File: config.mk
export PLATFORM = sky130hd
export DESIGN_NAME = fscb_bank
export DESIGN_NICKNAME = d
export VERILOG_FILES = /design/src/fscb_pkg.sv /design/src/fscb_bank.sv /design/src/fscb_cal_unit.sv /design/src/fscb_coeff_store.sv
export VERILOG_INCLUDE_DIRS = /design/src /design/src/src
export SDC_FILE = /design/constraint.sdc
export NUM_CORES = 1
export LEC_CHECK = 0
export BUFFER_PORTS_ARGS = -buffer_cell sky130_fd_sc_hd__buf_2
export CAP_MARGIN = 20
export CORE_AREA = 2 2 365 186
export CTS_BUF_LIST = sky130_fd_sc_hd__clkbuf_8
export DETAILED_ROUTE_END_ITERATION = 10
export DIE_AREA = 0 0 367 188
export GPL_ROUTABILITY_DRIVEN = 1
export MAX_ROUTING_LAYER = met4
export SETUP_SLACK_MARGIN = 0.05
export SLEW_MARGIN = 10
export SYNTH_ARGS = -nofsm -noshare
export SYNTH_HDL_FRONTEND = slang
export SYNTH_SLANG_ARGS = --single-unit
File: constraint.sdc
create_clock -name clk -period 21.1 [get_ports clk]
set_clock_uncertainty 0.15 [all_clocks]
set_input_delay 1.055 -clock clk [delete_from_list [all_inputs] [get_ports clk]]
set_output_delay 1.055 -clock clk [all_outputs]
set_load 0.005 [all_outputs]
File: src/fscb_consts.svh
// Constants for the full-scale coefficient bank: selects, codes, timings.
// Assumes inclusion by bare name from the package and the design modules.
//
// Notes on behaviour
// - Register select code 111 reaches the 24-bit full-scale coefficient.
// - Each differential channel owns one of the five full-scale registers.
// - Pseudo inputs 1 to 4 own a register each and the rest share one.
// - Power-on loads each full-scale register with its factory value.
// - A full-scale calibration or a host write replaces the stored value.
// - The input is buffered when buffer enable is 1 and bypasses it at 0.
// - A three-bit gain field picks a gain of 1, 8, 16, 32, 64 or 128.
// - Reference select 1 turns pair two from outputs into reference pins.
// - Converter clock is the internal oscillator or an external clock.
// - A channel change takes effect only at a conversion boundary; the code also takes it whenever converter_idle is high.
// - A status flag is set while the external reference is missing.
// - Inputs work as four differential or eight pseudo channels.
// - Each full-scale register pairs with its channel's offset register.
// - Reference loss in a calibration blocks the update and sets error.
`ifndef FSCB_CONSTS_SVH
`define FSCB_CONSTS_SVH

`define FSCB_SEL_OFFSET 3'h6
`define FSCB_SEL_FULL_SCALE 3'h7
`define FSCB_COEFF_W 24
`define FSCB_BANK_DEPTH 5
`define FSCB_SHARED_IDX 3'h4
`define FSCB_OFFSET_RESET 24'h800000
`define FSCB_GAIN_1 3'h0
`define FSCB_GAIN_8 3'h3
`define FSCB_GAIN_16 3'h4
`define FSCB_GAIN_32 3'h5
`define FSCB_GAIN_64 3'h6
`define FSCB_GAIN_128 3'h7
`define FSCB_CLK_KHZ 250000
`define FSCB_INT_OSC_KHZ 4920
// Ticks at twice the oscillator rate so the clock pin toggles once a tick.
`define FSCB_OSC_HALF_CYC (`FSCB_CLK_KHZ / (2 * `FSCB_INT_OSC_KHZ))

`endif

File: src/fscb_pkg.sv
// Types shared by the full-scale coefficient bank modules.
// Assumes the constants header is on the include path.
`default_nettype none
`include "fscb_consts.svh"

package fscb_pkg;

   typedef enum logic [0:0] {
      FSCB_ST_LOAD = 1'b0,
      FSCB_ST_RUN = 1'b1
   } fscb_state_t;

   typedef enum logic [0:0] {
      FSCB_CAL_IDLE = 1'b0,
      FSCB_CAL_BUSY = 1'b1
   } fscb_cal_state_t;

   typedef logic [`FSCB_COEFF_W-1:0] fscb_coeff_t;
   typedef logic [2:0] fscb_idx_t;

endpackage
`default_nettype wire
File: src/fscb_bank.sv
// Top of the full-scale coefficient bank with its front-end selections.
// Assumes a serial front end that presents decoded register accesses
// and an analog side that reports conversion boundaries and calibrations.
`timescale 1ns/1ps
`default_nettype none
`include "fscb_consts.svh"

module fscb_bank #(
   parameter int DEPTH = `FSCB_BANK_DEPTH,
   parameter int OSC_HALF_CYC = `FSCB_OSC_HALF_CYC
) (
   input wire logic clk,
   input wire logic rst,
   input wire logic reg_select_bit_two,
   input wire logic reg_select_bit_one,
   input wire logic reg_select_bit_zero,
   input wire logic reg_access,
   input wire logic reg_write,
   input wire fscb_pkg::fscb_coeff_t reg_wdata,
   output fscb_pkg::fscb_coeff_t reg_rdata,
   output logic reg_rvalid,
   output logic reg_wr_refused,
   input wire logic converter_idle,
   input wire logic pseudo_mode,
   input wire logic [2:0] channel_select,
   input wire logic conv_boundary,
   output logic [2:0] active_channel,
   output logic active_pseudo,
   input wire logic [DEPTH*`FSCB_COEFF_W-1:0] factory_fs,
   output logic init_done,
   input wire logic buffer_enable,
   output logic buffer_route,
   input wire logic [2:0] gain_select,
   output logic [7:0] pga_gain,
   output logic gain_code_valid,
   input wire logic reference_source_select,
   output logic second_pair_is_ref,
   input wire logic clock_source_external,
   input wire logic ext_clk_tick,
   input wire logic clock_out_enable,
   output logic mod_clk_tick,
   output logic clk_pin_out,
   output logic clk_pin_oe,
   input wire logic ref_low,
   output logic reference_missing_flag,
   input wire logic cal_start,
   input wire logic cal_full_scale,
   input wire logic cal_done,
   input wire fscb_pkg::fscb_coeff_t cal_result,
   output logic cal_busy,
   output logic cal_error
);
   import fscb_pkg::*;

   localparam logic [7:0] HALF_LAST = 8'(OSC_HALF_CYC - 1);

   typedef struct packed {
      fscb_state_t st;
      logic [2:0] act_ch;
      logic act_pseudo;
      fscb_coeff_t rdata;
      logic rvalid;
      logic refused;
      logic route;
      logic [7:0] gain;
      logic gain_ok;
      logic ref2;
      logic [7:0] div_cnt;
      logic pin_lvl;
      logic mod_tick;
      logic ref_flag;
      logic err;
   } fscb_top_t;

   fscb_top_t cur;
   fscb_top_t next_cur;

   logic [2:0] sel;
   logic is_fs;
   logic is_off;
   fscb_idx_t idx;
   logic host_fs_wr;
   logic host_off_wr;
   logic fs_wr_en;
   logic off_wr_en;
   fscb_coeff_t fs_wr_data;
   fscb_coeff_t off_wr_data;
   fscb_coeff_t fs_rd;
   fscb_coeff_t off_rd;
   logic upd_fs;
   logic upd_off;
   logic err_set;
   logic cal_go;
   logic osc_tick;

   // The three select pins form the register address of the access.
   assign sel = {reg_select_bit_two, reg_select_bit_one, reg_select_bit_zero};
   assign is_fs = (sel == `FSCB_SEL_FULL_SCALE);
   assign is_off = (sel == `FSCB_SEL_OFFSET);

   // Differential maps channel to entry directly; pseudo folds the upper
   // four inputs onto the shared fifth entry.
   always_comb begin
      if (cur.act_pseudo && cur.act_ch[2]) begin
         idx = `FSCB_SHARED_IDX;
      end else begin
         idx = {1'b0, cur.act_ch[1:0]};
      end
   end

   // Host writes are only taken while the converter is quiet, so a host write
   // never changes a coefficient under a running conversion.
   assign host_fs_wr = reg_access && reg_write && is_fs && converter_idle
      && (cur.st == FSCB_ST_RUN);
   assign host_off_wr = reg_access && reg_write && is_off && converter_idle
      && (cur.st == FSCB_ST_RUN);

   // A finished calibration outranks a host write in the same cycle.
   assign fs_wr_en = upd_fs || host_fs_wr;
   assign fs_wr_data = upd_fs ? cal_result : reg_wdata;
   assign off_wr_en = upd_off || host_off_wr;
   assign off_wr_data = upd_off ? cal_result : reg_wdata;

   // Both banks share one index, keeping each channel's pair together.
   fscb_coeff_store #(
      .DEPTH(DEPTH),
      .RESET_VAL('0)
   ) u_fs_store (
      .clk(clk),
      .rst(rst),
      .load_all(cur.st == FSCB_ST_LOAD),
      .load_vec(factory_fs),
      .wr_en(fs_wr_en),
      .wr_idx(idx),
      .wr_data(fs_wr_data),
      .rd_idx(idx),
      .rd_data(fs_rd)
   );

   fscb_coeff_store #(
      .DEPTH(DEPTH),
      .RESET_VAL(`FSCB_OFFSET_RESET)
   ) u_off_store (
      .clk(clk),
      .rst(rst),
      .load_all(1'b0),
      .load_vec('0),
      .wr_en(off_wr_en),
      .wr_idx(idx),
      .wr_data(off_wr_data),
      .rd_idx(idx),
      .rd_data(off_rd)
   );

   // A calibration may start only after the factory values are in place.
   assign cal_go = cal_start && (cur.st == FSCB_ST_RUN);

   fscb_cal_unit u_cal (
      .clk(clk),
      .rst(rst),
      .cal_start(cal_go),
      .cal_full_scale(cal_full_scale),
      .cal_done(cal_done),
      .ref_low(ref_low),
      .busy(cal_busy),
      .upd_fs(upd_fs),
      .upd_off(upd_off),
      .err_set(err_set)
   );

   assign osc_tick = (cur.div_cnt == HALF_LAST);

   // Main next-state logic for access answers, selections and clocking.
   always_comb begin
      next_cur = cur;
      next_cur.rvalid = 1'b0;
      next_cur.refused = 1'b0;
      next_cur.mod_tick = 1'b0;
      if (cur.st == FSCB_ST_LOAD) begin
         next_cur.st = FSCB_ST_RUN;
      end
      // The mux only moves between conversions or while quiet.
      if (conv_boundary || converter_idle) begin
         next_cur.act_ch = channel_select;
         next_cur.act_pseudo = pseudo_mode;
      end
      if (reg_access && !reg_write) begin
         next_cur.rvalid = 1'b1;
         if (is_fs) begin
            next_cur.rdata = fs_rd;
         end else if (is_off) begin
            next_cur.rdata = off_rd;
         end else begin
            next_cur.rdata = '0;
         end
      end
      if (reg_access && reg_write && (is_fs || is_off) && !host_fs_wr
            && !host_off_wr) begin
         next_cur.refused = 1'b1;
      end
      next_cur.route = buffer_enable;
      next_cur.gain_ok = 1'b1;
      case (gain_select)
         `FSCB_GAIN_1: next_cur.gain = 8'h01;
         `FSCB_GAIN_8: next_cur.gain = 8'h08;
         `FSCB_GAIN_16: next_cur.gain = 8'h10;
         `FSCB_GAIN_32: next_cur.gain = 8'h20;
         `FSCB_GAIN_64: next_cur.gain = 8'h40;
         `FSCB_GAIN_128: next_cur.gain = 8'h80;
         default: begin
            next_cur.gain = 8'h01;
            next_cur.gain_ok = 1'b0;
         end
      endcase
      next_cur.ref2 = reference_source_select;
      // Internal oscillator stand-in: a divider from the system clock.
      if (osc_tick) begin
         next_cur.div_cnt = 8'h00;
         next_cur.pin_lvl = !cur.pin_lvl;
      end else begin
         next_cur.div_cnt = cur.div_cnt + 8'h01;
      end
      if (clock_source_external) begin
         next_cur.mod_tick = ext_clk_tick;
      end else begin
         next_cur.mod_tick = osc_tick && !cur.pin_lvl;
      end
      next_cur.ref_flag = ref_low;
      // Sticky error: set wins over the clear that a new run brings.
      if (err_set) begin
         next_cur.err = 1'b1;
      end else if (cal_go && !cal_busy) begin
         next_cur.err = 1'b0;
      end
   end

   always_ff @(posedge clk or posedge rst) begin
      if (rst) begin
         cur <= '{st: FSCB_ST_LOAD, gain: 8'h01, default: '0};
      end else begin
         cur <= next_cur;
      end
   end

   // Outputs straight from the state register.
   assign reg_rdata = cur.rdata;
   assign reg_rvalid = cur.rvalid;
   assign reg_wr_refused = cur.refused;
   assign active_channel = cur.act_ch;
   assign active_pseudo = cur.act_pseudo;
   assign init_done = (cur.st == FSCB_ST_RUN);
   assign buffer_route = cur.route;
   assign pga_gain = cur.gain;
   assign gain_code_valid = cur.gain_ok;
   assign second_pair_is_ref = cur.ref2;
   assign mod_clk_tick = cur.mod_tick;
   // The pin is only driven on request; otherwise it stays released.
   assign clk_pin_out = cur.pin_lvl && clock_out_enable;
   assign clk_pin_oe = clock_out_enable;
   assign reference_missing_flag = cur.ref_flag;
   assign cal_error = cur.err;

   a_fs_write_lands: assert property (
      @(posedge clk) disable iff (rst)
      (host_fs_wr && !upd_fs) ##1 (idx == $past(idx))
      |-> fs_rd == $past(reg_wdata))
      else $error("host full-scale write not stored");

   a_write_refused: assert property (
      @(posedge clk) disable iff (rst)
      (reg_access && reg_write && is_fs && !converter_idle)
      |=> reg_wr_refused)
      else $error("write while converting was not refused");

   a_factory_load: assert property (
      @(posedge clk) disable iff (rst)
      (cur.st == FSCB_ST_LOAD) ##1 (idx == 3'h0 && !fs_wr_en)
      |-> fs_rd == $past(factory_fs[`FSCB_COEFF_W-1:0]))
      else $error("factory coefficient not loaded");

   a_shared_entry: assert property (
      @(posedge clk) disable iff (rst)
      (active_pseudo && active_channel[2]) |-> idx == 3'h4)
      else $error("upper pseudo channel not on shared entry");

   a_diff_entry: assert property (
      @(posedge clk) disable iff (rst)
      !active_pseudo |-> idx == {1'b0, active_channel[1:0]})
      else $error("differential channel on wrong entry");

   a_gain_top: assert property (
      @(posedge clk) disable iff (rst)
      gain_select == 3'h7 |=> pga_gain == 8'h80 && gain_code_valid)
      else $error("gain code 7 did not give 128");

   a_mux_hold: assert property (
      @(posedge clk) disable iff (rst)
      (!conv_boundary && !converter_idle)
      |=> $stable(active_channel))
      else $error("channel changed inside a conversion");

   a_ref_flag: assert property (
      @(posedge clk) disable iff (rst)
      ref_low |=> reference_missing_flag)
      else $error("missing reference not flagged");

   a_err_sticky: assert property (
      @(posedge clk) disable iff (rst)
      (cal_error && !cal_go) |=> cal_error)
      else $error("calibration error dropped without a new run");

   a_pin_release: assert property (
      @(posedge clk) disable iff (rst)
      !clock_out_enable |-> !clk_pin_oe && !clk_pin_out)
      else $error("clock pin driven while disabled");

   c_fs_write: cover property (@(posedge clk) disable iff (rst)
      host_fs_wr);
   c_refused: cover property (@(posedge clk) disable iff (rst)
      reg_wr_refused);
   c_cal_error: cover property (@(posedge clk) disable iff (rst)
      err_set);
   c_shared_read: cover property (@(posedge clk) disable iff (rst)
      reg_access && !reg_write && is_fs && idx == 3'h4);

endmodule
`default_nettype wire

File: src/fscb_cal_unit.sv
// Calibration sequencer: watches the reference during a calibration run.
// Assumes cal_done arrives as one pulse per started calibration.
`timescale 1ns/1ps
`default_nettype none

module fscb_cal_unit (
   input wire logic clk,
   input wire logic rst,
   input wire logic cal_start,
   input wire logic cal_full_scale,
   input wire logic cal_done,
   input wire logic ref_low,
   output logic busy,
   output logic upd_fs,
   output logic upd_off,
   output logic err_set
);
   import fscb_pkg::*;

   typedef struct packed {
      fscb_cal_state_t st;
      logic kind_fs;
      logic bad;
      logic upd_fs;
      logic upd_off;
      logic err;
   } fscb_cal_t;

   fscb_cal_t cur;
   fscb_cal_t next_cur;

   // A single low-reference sample anywhere in the run spoils the result.
   always_comb begin
      next_cur = cur;
      next_cur.upd_fs = 1'b0;
      next_cur.upd_off = 1'b0;
      next_cur.err = 1'b0;
      case (cur.st)
         FSCB_CAL_IDLE: begin
            if (cal_start) begin
               next_cur.st = FSCB_CAL_BUSY;
               next_cur.kind_fs = cal_full_scale;
               next_cur.bad = ref_low;
            end
         end
         FSCB_CAL_BUSY: begin
            if (cal_done) begin
               next_cur.st = FSCB_CAL_IDLE;
               if (cur.bad || ref_low) begin
                  next_cur.err = 1'b1;
               end else begin
                  next_cur.upd_fs = cur.kind_fs;
                  next_cur.upd_off = !cur.kind_fs;
               end
            end else begin
               next_cur.bad = cur.bad || ref_low;
            end
         end
         default: next_cur.st = FSCB_CAL_IDLE;
      endcase
   end

   always_ff @(posedge clk or posedge rst) begin
      if (rst) begin
         cur <= '{st: FSCB_CAL_IDLE, default: '0};
      end else begin
         cur <= next_cur;
      end
   end

   assign busy = (cur.st == FSCB_CAL_BUSY);
   assign upd_fs = cur.upd_fs;
   assign upd_off = cur.upd_off;
   assign err_set = cur.err;

   a_cal_inhibit: assert property (
      @(posedge clk) disable iff (rst)
      err_set |-> !upd_fs && !upd_off)
      else $error("calibration updated despite reference loss");

   a_bad_blocks: assert property (
      @(posedge clk) disable iff (rst)
      (busy && ref_low && !cal_done) ##1 cal_done |=> err_set)
      else $error("reference loss in run did not flag an error");

endmodule
`default_nettype wire

File: src/fscb_coeff_store.sv
// Flip-flop bank of calibration coefficients with one write port.
// Assumes the owner resolves write priority and gives legal indices.
`timescale 1ns/1ps
`default_nettype none
`include "fscb_consts.svh"

module fscb_coeff_store #(
   parameter int DEPTH = `FSCB_BANK_DEPTH,
   parameter logic [`FSCB_COEFF_W-1:0] RESET_VAL = '0
) (
   input wire logic clk,
   input wire logic rst,
   input wire logic load_all,
   input wire logic [DEPTH*`FSCB_COEFF_W-1:0] load_vec,
   input wire logic wr_en,
   input wire fscb_pkg::fscb_idx_t wr_idx,
   input wire fscb_pkg::fscb_coeff_t wr_data,
   input wire fscb_pkg::fscb_idx_t rd_idx,
   output fscb_pkg::fscb_coeff_t rd_data
);
   import fscb_pkg::*;

   typedef struct packed {
      logic [DEPTH-1:0][`FSCB_COEFF_W-1:0] mem;
   } fscb_store_t;

   fscb_store_t cur;
   fscb_store_t next_cur;
   logic [DEPTH-1:0][`FSCB_COEFF_W-1:0] load_word;

   // Slice the flat load vector into one word per entry.
   for (genvar i = 0; i < DEPTH; i++) begin : g_slice
      assign load_word[i] = load_vec[i*`FSCB_COEFF_W +: `FSCB_COEFF_W];
   end

   // Bulk load wins over a single write; both are rare and never overlap.
   always_comb begin
      next_cur = cur;
      if (load_all) begin
         next_cur.mem = load_word;
      end else if (wr_en && (32'(wr_idx) < DEPTH)) begin
         next_cur.mem[wr_idx] = wr_data;
      end
   end

   always_ff @(posedge clk or posedge rst) begin
      if (rst) begin
         cur.mem <= {DEPTH{RESET_VAL}};
      end else begin
         cur <= next_cur;
      end
   end

   // Out-of-range indices read as zero rather than aliasing an entry.
   assign rd_data = (32'(rd_idx) < DEPTH) ? cur.mem[rd_idx] : '0;

endmodule
`default_nettype wire

==> flow_summary.toml, run 1 <==
[yosys]
synth-simple-area-share_pct = 3.181
avgSynthCellArea_um2 = 11.50
synth.area.mux_share_pct = 25.43
ys_async_sr_fraction_pct = 100.0
ys.warnings.count = 0
ys.flop_type = "dfrtp_1"
netlist_area_mm2 = 0.01499
synth_compound_area_share_pct = 12.61
yosys.area_share.xor_xnor_pct = 0.4675
synth_edf_count = 0
seq_area_frac_synth_pct = 49.80
synthAdderAreaFrac_pct = 0.1670
netlist_instances = 1303
synth_cell_types = 51
synth-seq-cells = 298
synth_top_family_by_area = "multiplexers"

[place]
io_buffers = 238
place_hpwl_um = 35580
dp_worst_setup_slack_ps = 17300
dp.cells = 2338
post_dp_cell_area_mm2 = 0.01683
routabilityCongestion = 0.8586

[drt]
top_layer = "met4"
wl_met2_um = 20950
vias = 11135
wirelength_um = 49960
vias_per_cell = 4.564
drc = 0
ant_nets = 0
wl_met1_um = 23820
avgRoutedWirePerCell_um = 20.48
wl_met3_um = 4457
drt_iter0_markers = 955
first_pass_iters = 5

[clock_tree]
clk_path_buf_depth = 3
post_cts_resized = 0
cts_buffers = 49
cts_sinks = 298
clk_latency_ps = 610
cts_setup_buffers = 0
cts-root-buf = "clkbuf_8"
htreeDepth = 2
cts_tree = "done"
clkTransAtPathRegs_ps = 70
holdBufCountCts = 0

[sta]
period_share_pct = 16.94
layout_setup_ws_ps = 17520
tns_ps = 0
holdWs_ps = 290.5
hold_viol = 0
max_freq_ghz = 0.2797
worst_pin_slew_ps = 1051
setup_viol = 0
fin_crit_ps = 3575
slew_viol_final = 0
rsz0062_at_grt = "false"
maxSlewHeadroom_pct = 29.74

[worst_hold_path]
min_path_type = "register to register"
hold_depth = 1

[global_routing]
grt_max_degree = 113
first_global_vias = 11612
gr-total-overflow = 0
globalRouteTotalUtil_pct = 14.62
antenna_found_initial = 15
grt_pass1_wl_um = 73540

[worst_setup_path]
cp.required_ps = 21440
crit_path_start_kind = "register"
arrival_ps = 3920
critPathCaptureType = "register"
path_class = "register to register"
ff2ff_path_depth = 6
regToRegSetupSlack_ps = 17520
crit_path_max_fanout = 26

[final_layout]
n_fill_cell = 6894
drive_gt1_share_pct = 34.75
final_cells = 2440
final_util_pct = 27.06
multi_input_area_mm2 = 0.006334
nets = 1689
final_area_mm2 = 0.01788
syn2layout_area_growth_pct = 19.28
ff_latch_area_mm2 = 0.007475

[die]
rows = 67
die-area_mm2 = 0.06900
die_x_um = 367
start_util_pct = 22.69
core-area_mm2 = 0.06606
io_pins = 241
die_h_um = 188

[outcome]
status = "finished, final reports clean"

[power_and_ir_drop]
p_leak_nw = 8.562
powerDensity_mw_per_mm2 = 85.01
peakVddDrop_v = 0.00004926
power_mw = 1.520

[flow_run]
cap_violations = 0
==> registers in the layout, summed over array words and instances, names as in the netlist <==
| register | count |
|---|---|
| active_channel | 3 |
| active_pseudo | 1 |
| buffer_route | 1 |
| cal_error | 1 |
| cur | 9 |
| gain_code_valid | 1 |
| init_done | 1 |
| mod_clk_tick | 1 |
| pga_gain | 6 |
| reference_missing_flag | 1 |
| reg_rdata | 24 |
| reg_rvalid | 1 |
| reg_wr_refused | 1 |
| second_pair_is_ref | 1 |
| u_cal.busy | 1 |
| u_cal.cur | 2 |
| u_cal.err_set | 1 |
| u_cal.upd_fs | 1 |
| u_cal.upd_off | 1 |
| u_fs_store.cur | 120 |
| u_off_store.cur | 120 |
==> power by group <==
group	switching (mW)	leakage, nW	internal [mW]
registers	0.0560	3.67	0.666
clock network	0.251	0.593	0.279
logic	0.139	4.30	0.128
total	0.447	8.56	1.07
==> logic make-up (layout without fill, tap and decap cells) <==
kind of cell | after synthesis | count (layout)
AND/OR/NAND/NOR | 102 | 102
other | 2 | 12
flip-flops | 298 | 298
adder cells (fa/ha/maj) | 2 | 2
buffers and inverters | 264 | 494
AO/OA/AOI/OAI | 278 | 278
XOR/XNOR | 8 | 8
multiplexers | 349 | 349
==> critical path: stages (launching register included) <==
cell	delay, ps
dfrtp_2	620
buf_4	510
a21boi_4	910
nand2_1	270
o21ai_4	190
buf_4	470
mux2i_1	280
==> cell usage after synthesis (2+ instances only) <==
master,instances,area (um2)
dfrtp_1,292,7307
mux2i_1,173,1732
mux2_2,154,1734
inv_1,139,521.8
o21ai_0,99,495.5
o211ai_1,47,352.8
clkbuf_1,45,168.9
buf_4,43,322.8
a32oi_1,39,341.6
nor2_1,38,142.6
nand2_1,33,123.9
buf_2,25,125.1
o22ai_1,24,150.1
a31oi_1,23,143.9
mux2_4,20,300.3
a221oi_1,16,140.1
a21oi_1,11,55.05
buf_6,8,90.09
nand3_1,8,40.04
a22oi_1,7,52.55
dfstp_2,6,157.7
and2_1,4,25.02
xnor2_1,4,35.03
xor2_1,4,35.03
and3_1,3,18.77
and3b_1,3,26.28
buf_1,3,11.26
nand2b_1,3,18.77
a21boi_1,2,15.01
conb_1,2,7.510
ha_1,2,25.02
mux4_2,2,45.04
nor4b_1,2,17.52
o21ai_2,2,17.52
==> per-layer routing <==
layer,global-route usage [%],up-vias
li1,-,5003
met1,20.45,5667
met2,20.06,395
met3,5.250,70
met4,2.963,0
met5,-,-
==> final timing paths <==
check	start	to
min in group asynchronous	rst	mod_clk_tick
max in group asynchronous	rst	pga_gain[3]
setup / recovery	active_channel[1]	u_fs_store.cur[82]
hold / removal	u_cal.err_set	cal_error
hold reg to reg	u_cal.err_set	cal_error
setup reg to reg	active_channel[1]	u_fs_store.cur[82]
==> cell usage in the layout, fill, tap and decap left out, types with 8 or more instances in the layout <==
cell type,instances
dfrtp_1,288
buf_2,238
mux2i_1,173
inv_1,159
mux2_2,154
o21ai_0,99
clkbuf_8,59
o211ai_1,47
a32oi_1,39
nor2_1,34
nand2_1,33
o22ai_1,24
a31oi_1,23
buf_4,23
mux2_4,20
a221oi_1,16
a21oi_1,10
diode_2,9
nand3_1,8
==> layout make-up <==
class | count | area share [%]
flip-flops and latches | 298 | 41.81
multi-input cells | 742 | 35.43
repair buffers | 263 | 7.740
well taps | 897 | 6.278
clock buffers | 59 | 4.542
inverters | 140 | 2.981
clock inverters | 32 | 1.099
diodes | 9 | 0.1260
Power figures use the tool's default switching activity.
==> run 2: changes to the inputs <==
==> constraint.sdc (replaced) <==
create_clock -name clk -period 3.4 [get_ports clk]
set_clock_uncertainty 0.15 [all_clocks]
set_input_delay 0.17 -clock clk [delete_from_list [all_inputs] [get_ports clk]]
set_output_delay 0.17 -clock clk [all_outputs]
set_load 0.005 [all_outputs]
==> run 2 against run 1 <==
Against the previous run:
- core utilization rose by 3.5 points
- sequential power grew to 6.2 times the previous value
- non-clock buffer count increased by 225
- hold slack worse by 240 ps
- final area increased by 13%
- power grew to 6.4 times the previous value
- global-route usage rose by 1.0 points
- worst setup slack worse by 17000 ps
- die area is the same
- final cell count rose by 9.1%
==> flow_summary.toml, run 2 (synthesis gave the netlist of run 1 again) <==
[outcome]
status = "finished, final reports clean"

[clock_tree]
holdBufCountCts = 211
cts_setup_buffers = 0
cts_buffers = 49
cts_sinks = 298
clk_latency_ps = 620
cts_tree = "done"
clk_path_buf_depth = 3
post_cts_resized = 0
htreeDepth = 2
cts-root-buf = "clkbuf_8"
clkTransAtPathRegs_ps = 70

[drt]
drc = 0
vias = 12162
ant_nets = 0
first_pass_iters = 5
drt_iter0_markers = 968
avgRoutedWirePerCell_um = 20.03
vias_per_cell = 4.569
wirelength_um = 53330

[place]
dp_worst_setup_slack_ps = 854.1
place_hpwl_um = 35320
io_buffers = 238
routabilityCongestion = 0.8562

[worst_setup_path]
crit_path_start_kind = "register"
crit_chain = "buf_4 -> mux2i_1 -> o22ai_1 -> dlygate4sd3_1 -> mux2_2"
cp.buffers_inverters = 2
critPathCaptureType = "register"
crit_path_max_fanout = 17
max_stage_delay_ps = 840
arrival_ps = 3300
path_delay_family = "buffers and inverters"
worst_path_max_delay_cell = "dfrtp_2"
path_class = "register to register"
cp.required_ps = 3760

[worst_hold_path]
min_path_type = "primary input to register"

[die]
die_x_um = 367
core-area_mm2 = 0.06606
die_h_um = 188
start_util_pct = 22.69
io_pins = 241
rows = 67
die-area_mm2 = 0.06900

[global_routing]
first_global_vias = 12870
grt_max_degree = 155
antenna_found_initial = 7
gr-total-overflow = 0
grt_pass1_wl_um = 79570
globalRouteTotalUtil_pct = 15.64

[final_layout]
final_cell_mix = "dfrtp_1, buf_2, dlygate4sd3_1"
layout_commonest_cell = "dfrtp_1"
nets = 1914
syn2layout_area_growth_pct = 34.49
drive_gt1_share_pct = 31.40

[flow_run]
cap_violations = 0

[power_and_ir_drop]
power_mw = 9.678
p_leak_nw = 9.544
peakVddDrop_v = 0.0002483
powerDensity_mw_per_mm2 = 480.1

[sta]
setup_viol = 0
tns_ps = 0
rsz0062_at_grt = "false"
worst_pin_slew_ps = 892.7
period_share_pct = 86.34
layout_setup_ws_ps = 464.3
hold_viol = 0
max_freq_ghz = 0.3406
maxSlewHeadroom_pct = 40.49
slew_viol_final = 0
fin_crit_ps = 2936
==> run 2: changes by cell type in the layout (fill, tap and decap cells not counted), sizes merged <==
cell         delta
buf            +15
clkbuf          -2
clkinv          +3
diode           -2
dlygate4sd3   +211
inv             -3
==> run 2: routing by layer <==
layer | part of all wire [%] | vias to the layer above | global-route usage (%)
met5 | 0 | - | -
met4 | 2.1 | 0 | 4.067
met3 | 9.4 | 82 | 4.978
met2 | 43 | 435 | 22.26
met1 | 46 | 6190 | 21.28
li1 | - | 5455 | -
==> run 2: layout make-up <==
| class | count | area [um2] |
|---|---|---|
| timing repair buffer | 488 | 3691 |
| antenna | 7 | 17.52 |
| multi-input combinational | 742 | 6327 |
| clock inverter | 32 | 197.7 |
| fill | 6769 | 45900 |
| clock buffer | 58 | 798.3 |
| sequential | 298 | 7475 |
| tap | 897 | 1122 |
| inverter | 140 | 529.3 |
==> run 2: per-stage QoR <==
stage / hold slack [ps] / area [um2] / instances / util [%]
after floorplan: 49.36 / 15000 / 1304 / -
after global placement: 83.13 / 17000 / 2353 / 25.73
after detailed placement: 90.30 / 17000 / 2353 / 25.73
after CTS: 1.249 / 20110 / 2654 / 30.44
after global routing: 17.32 / 20150 / 2659 / 30.50
final: 48.13 / 20160 / 2662 / 30.52
==> run 2: final timing paths <==
kind | start | end | slack (ps) | cells past startpoint
setup / recovery | u_cal.upd_fs | u_fs_store.cur[110] | 460 | 5
hold / removal | reg_wdata[8] | u_fs_store.cur[104] | 50 | 4
setup reg to reg | u_cal.upd_fs | u_fs_store.cur[110] | 460 | 5
hold reg to reg | u_cal.err_set | cal_error | 300 | 1
max in group asynchronous | rst | u_fs_store.cur[83] | 1520 | 6
min in group asynchronous | rst | u_cal.busy | 600 | 4
==> run 2: report_power, final <==
part	internal (mW)	switching, mW
combinational	0.990	0.958
clock	1.71	1.54
sequential	4.14	0.340
==> run 2: worst min-delay path, cell delays in order <==
cell and delay [ps]:
buf_2 90, mux2i_1 150, o22ai_1 170, mux2_2 170
==> run 3: changes to the inputs <==
--- a/config.mk
+++ b/config.mk
@@ -14,6 +14,7 @@
 export DIE_AREA = 0 0 367 188
 export GPL_ROUTABILITY_DRIVEN = 1
 export MAX_ROUTING_LAYER = met4
+export PLACE_DENSITY_LB_ADDON = 0.1
 export SETUP_SLACK_MARGIN = 0.05
 export SLEW_MARGIN = 10
 export SYNTH_ARGS = -nofsm -noshare
==> run 3 against run 2 <==
Against the previous run:
- sequential power about the same
- die area is the same
- critical path type unchanged
- count of clock-buffer cells in the layout is 5 higher
- register-to-register slack gained 20 ps
- global-route usage grew 1.6 points
- non-clock buffer count rose by 8
- power increased by 0.29%
- worst setup slack better by 17 ps
- combinational power barely moved
==> flow_summary.toml, run 3 (synthesis gave the netlist of run 1 again) <==
[final_layout]
ff_latch_area_mm2 = 0.007475
nets = 1925
drive_gt1_share_pct = 30.94
n_fill_cell = 6947
layout_commonest_cell = "dfrtp_1"
syn2layout_area_growth_pct = 34.53
final_area_mm2 = 0.02016
final_cell_mix = "dfrtp_1, buf_2, dlygate4sd3_1"
multi_input_area_mm2 = 0.006319

[worst_setup_path]
cp.required_ps = 3730
worst_path_max_delay_cell = "dlygate4sd3_1"
arrival_ps = 3250
path_delay_family = "buffers and inverters"
regToRegSetupSlack_ps = 480
cp.buffers_inverters = 2
path_class = "register to register"
crit_chain = "and2_1 -> nand2_1 -> buf_4 -> o22ai_1 -> dlygate4sd3_1 -> mux2_2"
crit_path_max_fanout = 13
max_stage_delay_ps = 600
critPathCaptureType = "register"
crit_path_start_kind = "register"

[sta]
hold_viol = 0
max_freq_ghz = 0.3427
worst_pin_slew_ps = 1035
fin_crit_ps = 2918
tns_ps = 0
rsz0062_at_grt = "false"
maxSlewHeadroom_pct = 30.01
slew_viol_final = 0
setup_viol = 0
period_share_pct = 85.83

[drt]
avgRoutedWirePerCell_um = 21.76
drt_iter0_markers = 589
first_pass_iters = 5
ant_nets = 0
vias = 11630
drc = 0
wirelength_um = 58020
vias_per_cell = 4.362

[clock_tree]
clkTransAtPathRegs_ps = 70
clk_path_buf_depth = 3
clk_latency_ps = 640
post_cts_resized = 0
cts_setup_buffers = 0
cts-root-buf = "clkbuf_8"
cts_tree = "done"
cts_buffers = 52
cts_sinks = 298
holdBufCountCts = 214
htreeDepth = 2

[global_routing]
grt_max_degree = 154
globalRouteTotalUtil_pct = 17.20
grt_pass1_wl_um = 85850
antenna_found_initial = 1
first_global_vias = 12374
gr-total-overflow = 0

[power_and_ir_drop]
p_comb_share_pct = 20.2
power_switching_mw = 2.920
p_leak_nw = 9.596
swShare_pct = 30.08
peakVddDrop_v = 0.0002539
pwr-share-seq_pct = 46.2
powerDensity_mw_per_mm2 = 481.4
intPower_mw = 6.786
clock_power_share_pct = 33.6

[die]
core-area_mm2 = 0.06606
start_util_pct = 22.69
die-area_mm2 = 0.06900
rows = 67
io_pins = 241
die_x_um = 367
die_h_um = 188

[place]
routabilityCongestion = 0.7560
io_buffers = 238
place_hpwl_um = 39610
post_dp_cell_area_mm2 = 0.01704

[outcome]
status = "finished, final reports clean"

[flow_run]
cap_violations = 0

[worst_hold_path]
min_path_type = "primary input to register"
## run 3: area by class of cell
class	count	area share (%)
Sequential cell	298	37.07
Multi-Input combinational cell	742	31.34
Timing Repair Buffer	496	18.54
Tap cell	897	5.566
Clock buffer	63	4.300
Inverter	140	2.625
Clock inverter	29	0.5461
Antenna cell	1	0.01241
## run 3: routing by layer
| metal | up-vias | wire length (um) | track usage (%) |
|---|---|---|---|
| met5 | - | 0 | - |
| met4 | 0 | 949 | 3.279 |
| met3 | 72 | 2663 | 3.724 |
| met2 | 211 | 22940 | 22.92 |
| met1 | 5888 | 31470 | 26.18 |
| li1 | 5459 | - | - |
## run 3: through the flow
| stage | cells | hold WS (ps) | total power [mW] | setup slack, ps | utilization, % |
|---|---|---|---|---|---|
| floorplan | 1304 | 49.36 | 5.622 | -874.2 | - |
| global placement | 2359 | 113.7 | 6.289 | 949.6 | 25.80 |
| detailed placement | 2359 | 109.0 | 6.315 | 967.6 | 25.80 |
| CTS | 2665 | 15.07 | 9.891 | 519.9 | 30.52 |
| global route | 2665 | 52.04 | 10.30 | 376.1 | 30.52 |
| finish | 2666 | 74.11 | 9.706 | 481.6 | 30.52 |
## run 3: power by group through the flow
| stage | registers, mW | clock network, mW | logic (mW) |
|---|---|---|---|
| finish | 4.48 | 3.26 | 1.96 |
| global route | 4.55 | 3.59 | 2.16 |
| global placement | 4.54 | 0 | 1.75 |
| CTS | 4.48 | 3.42 | 1.99 |
| detailed placement | 4.54 | 0 | 1.78 |
| floorplan | 4.41 | 0 | 1.22 |
## run 3: worst min-delay path, delay by kind of cell
family | cells | cell delay, ps
buf+inv | 1 | 120
compound gates | 1 | 100
mux | 2 | 250
simple gates | 1 | 160
## run 3: path summary, 6_finish.rpt
path | start | to | cells after the start
max in group asynchronous | rst | u_cal.upd_fs | 5
min in group asynchronous | rst | u_fs_store.cur[106] | 4
worst max-delay path | active_pseudo | u_fs_store.cur[116] | 6
worst max register to register | active_pseudo | u_fs_store.cur[116] | 6
worst min register to register | u_cal.err_set | cal_error | 1
worst min-delay path | reg_wdata[8] | u_fs_store.cur[32] | 5
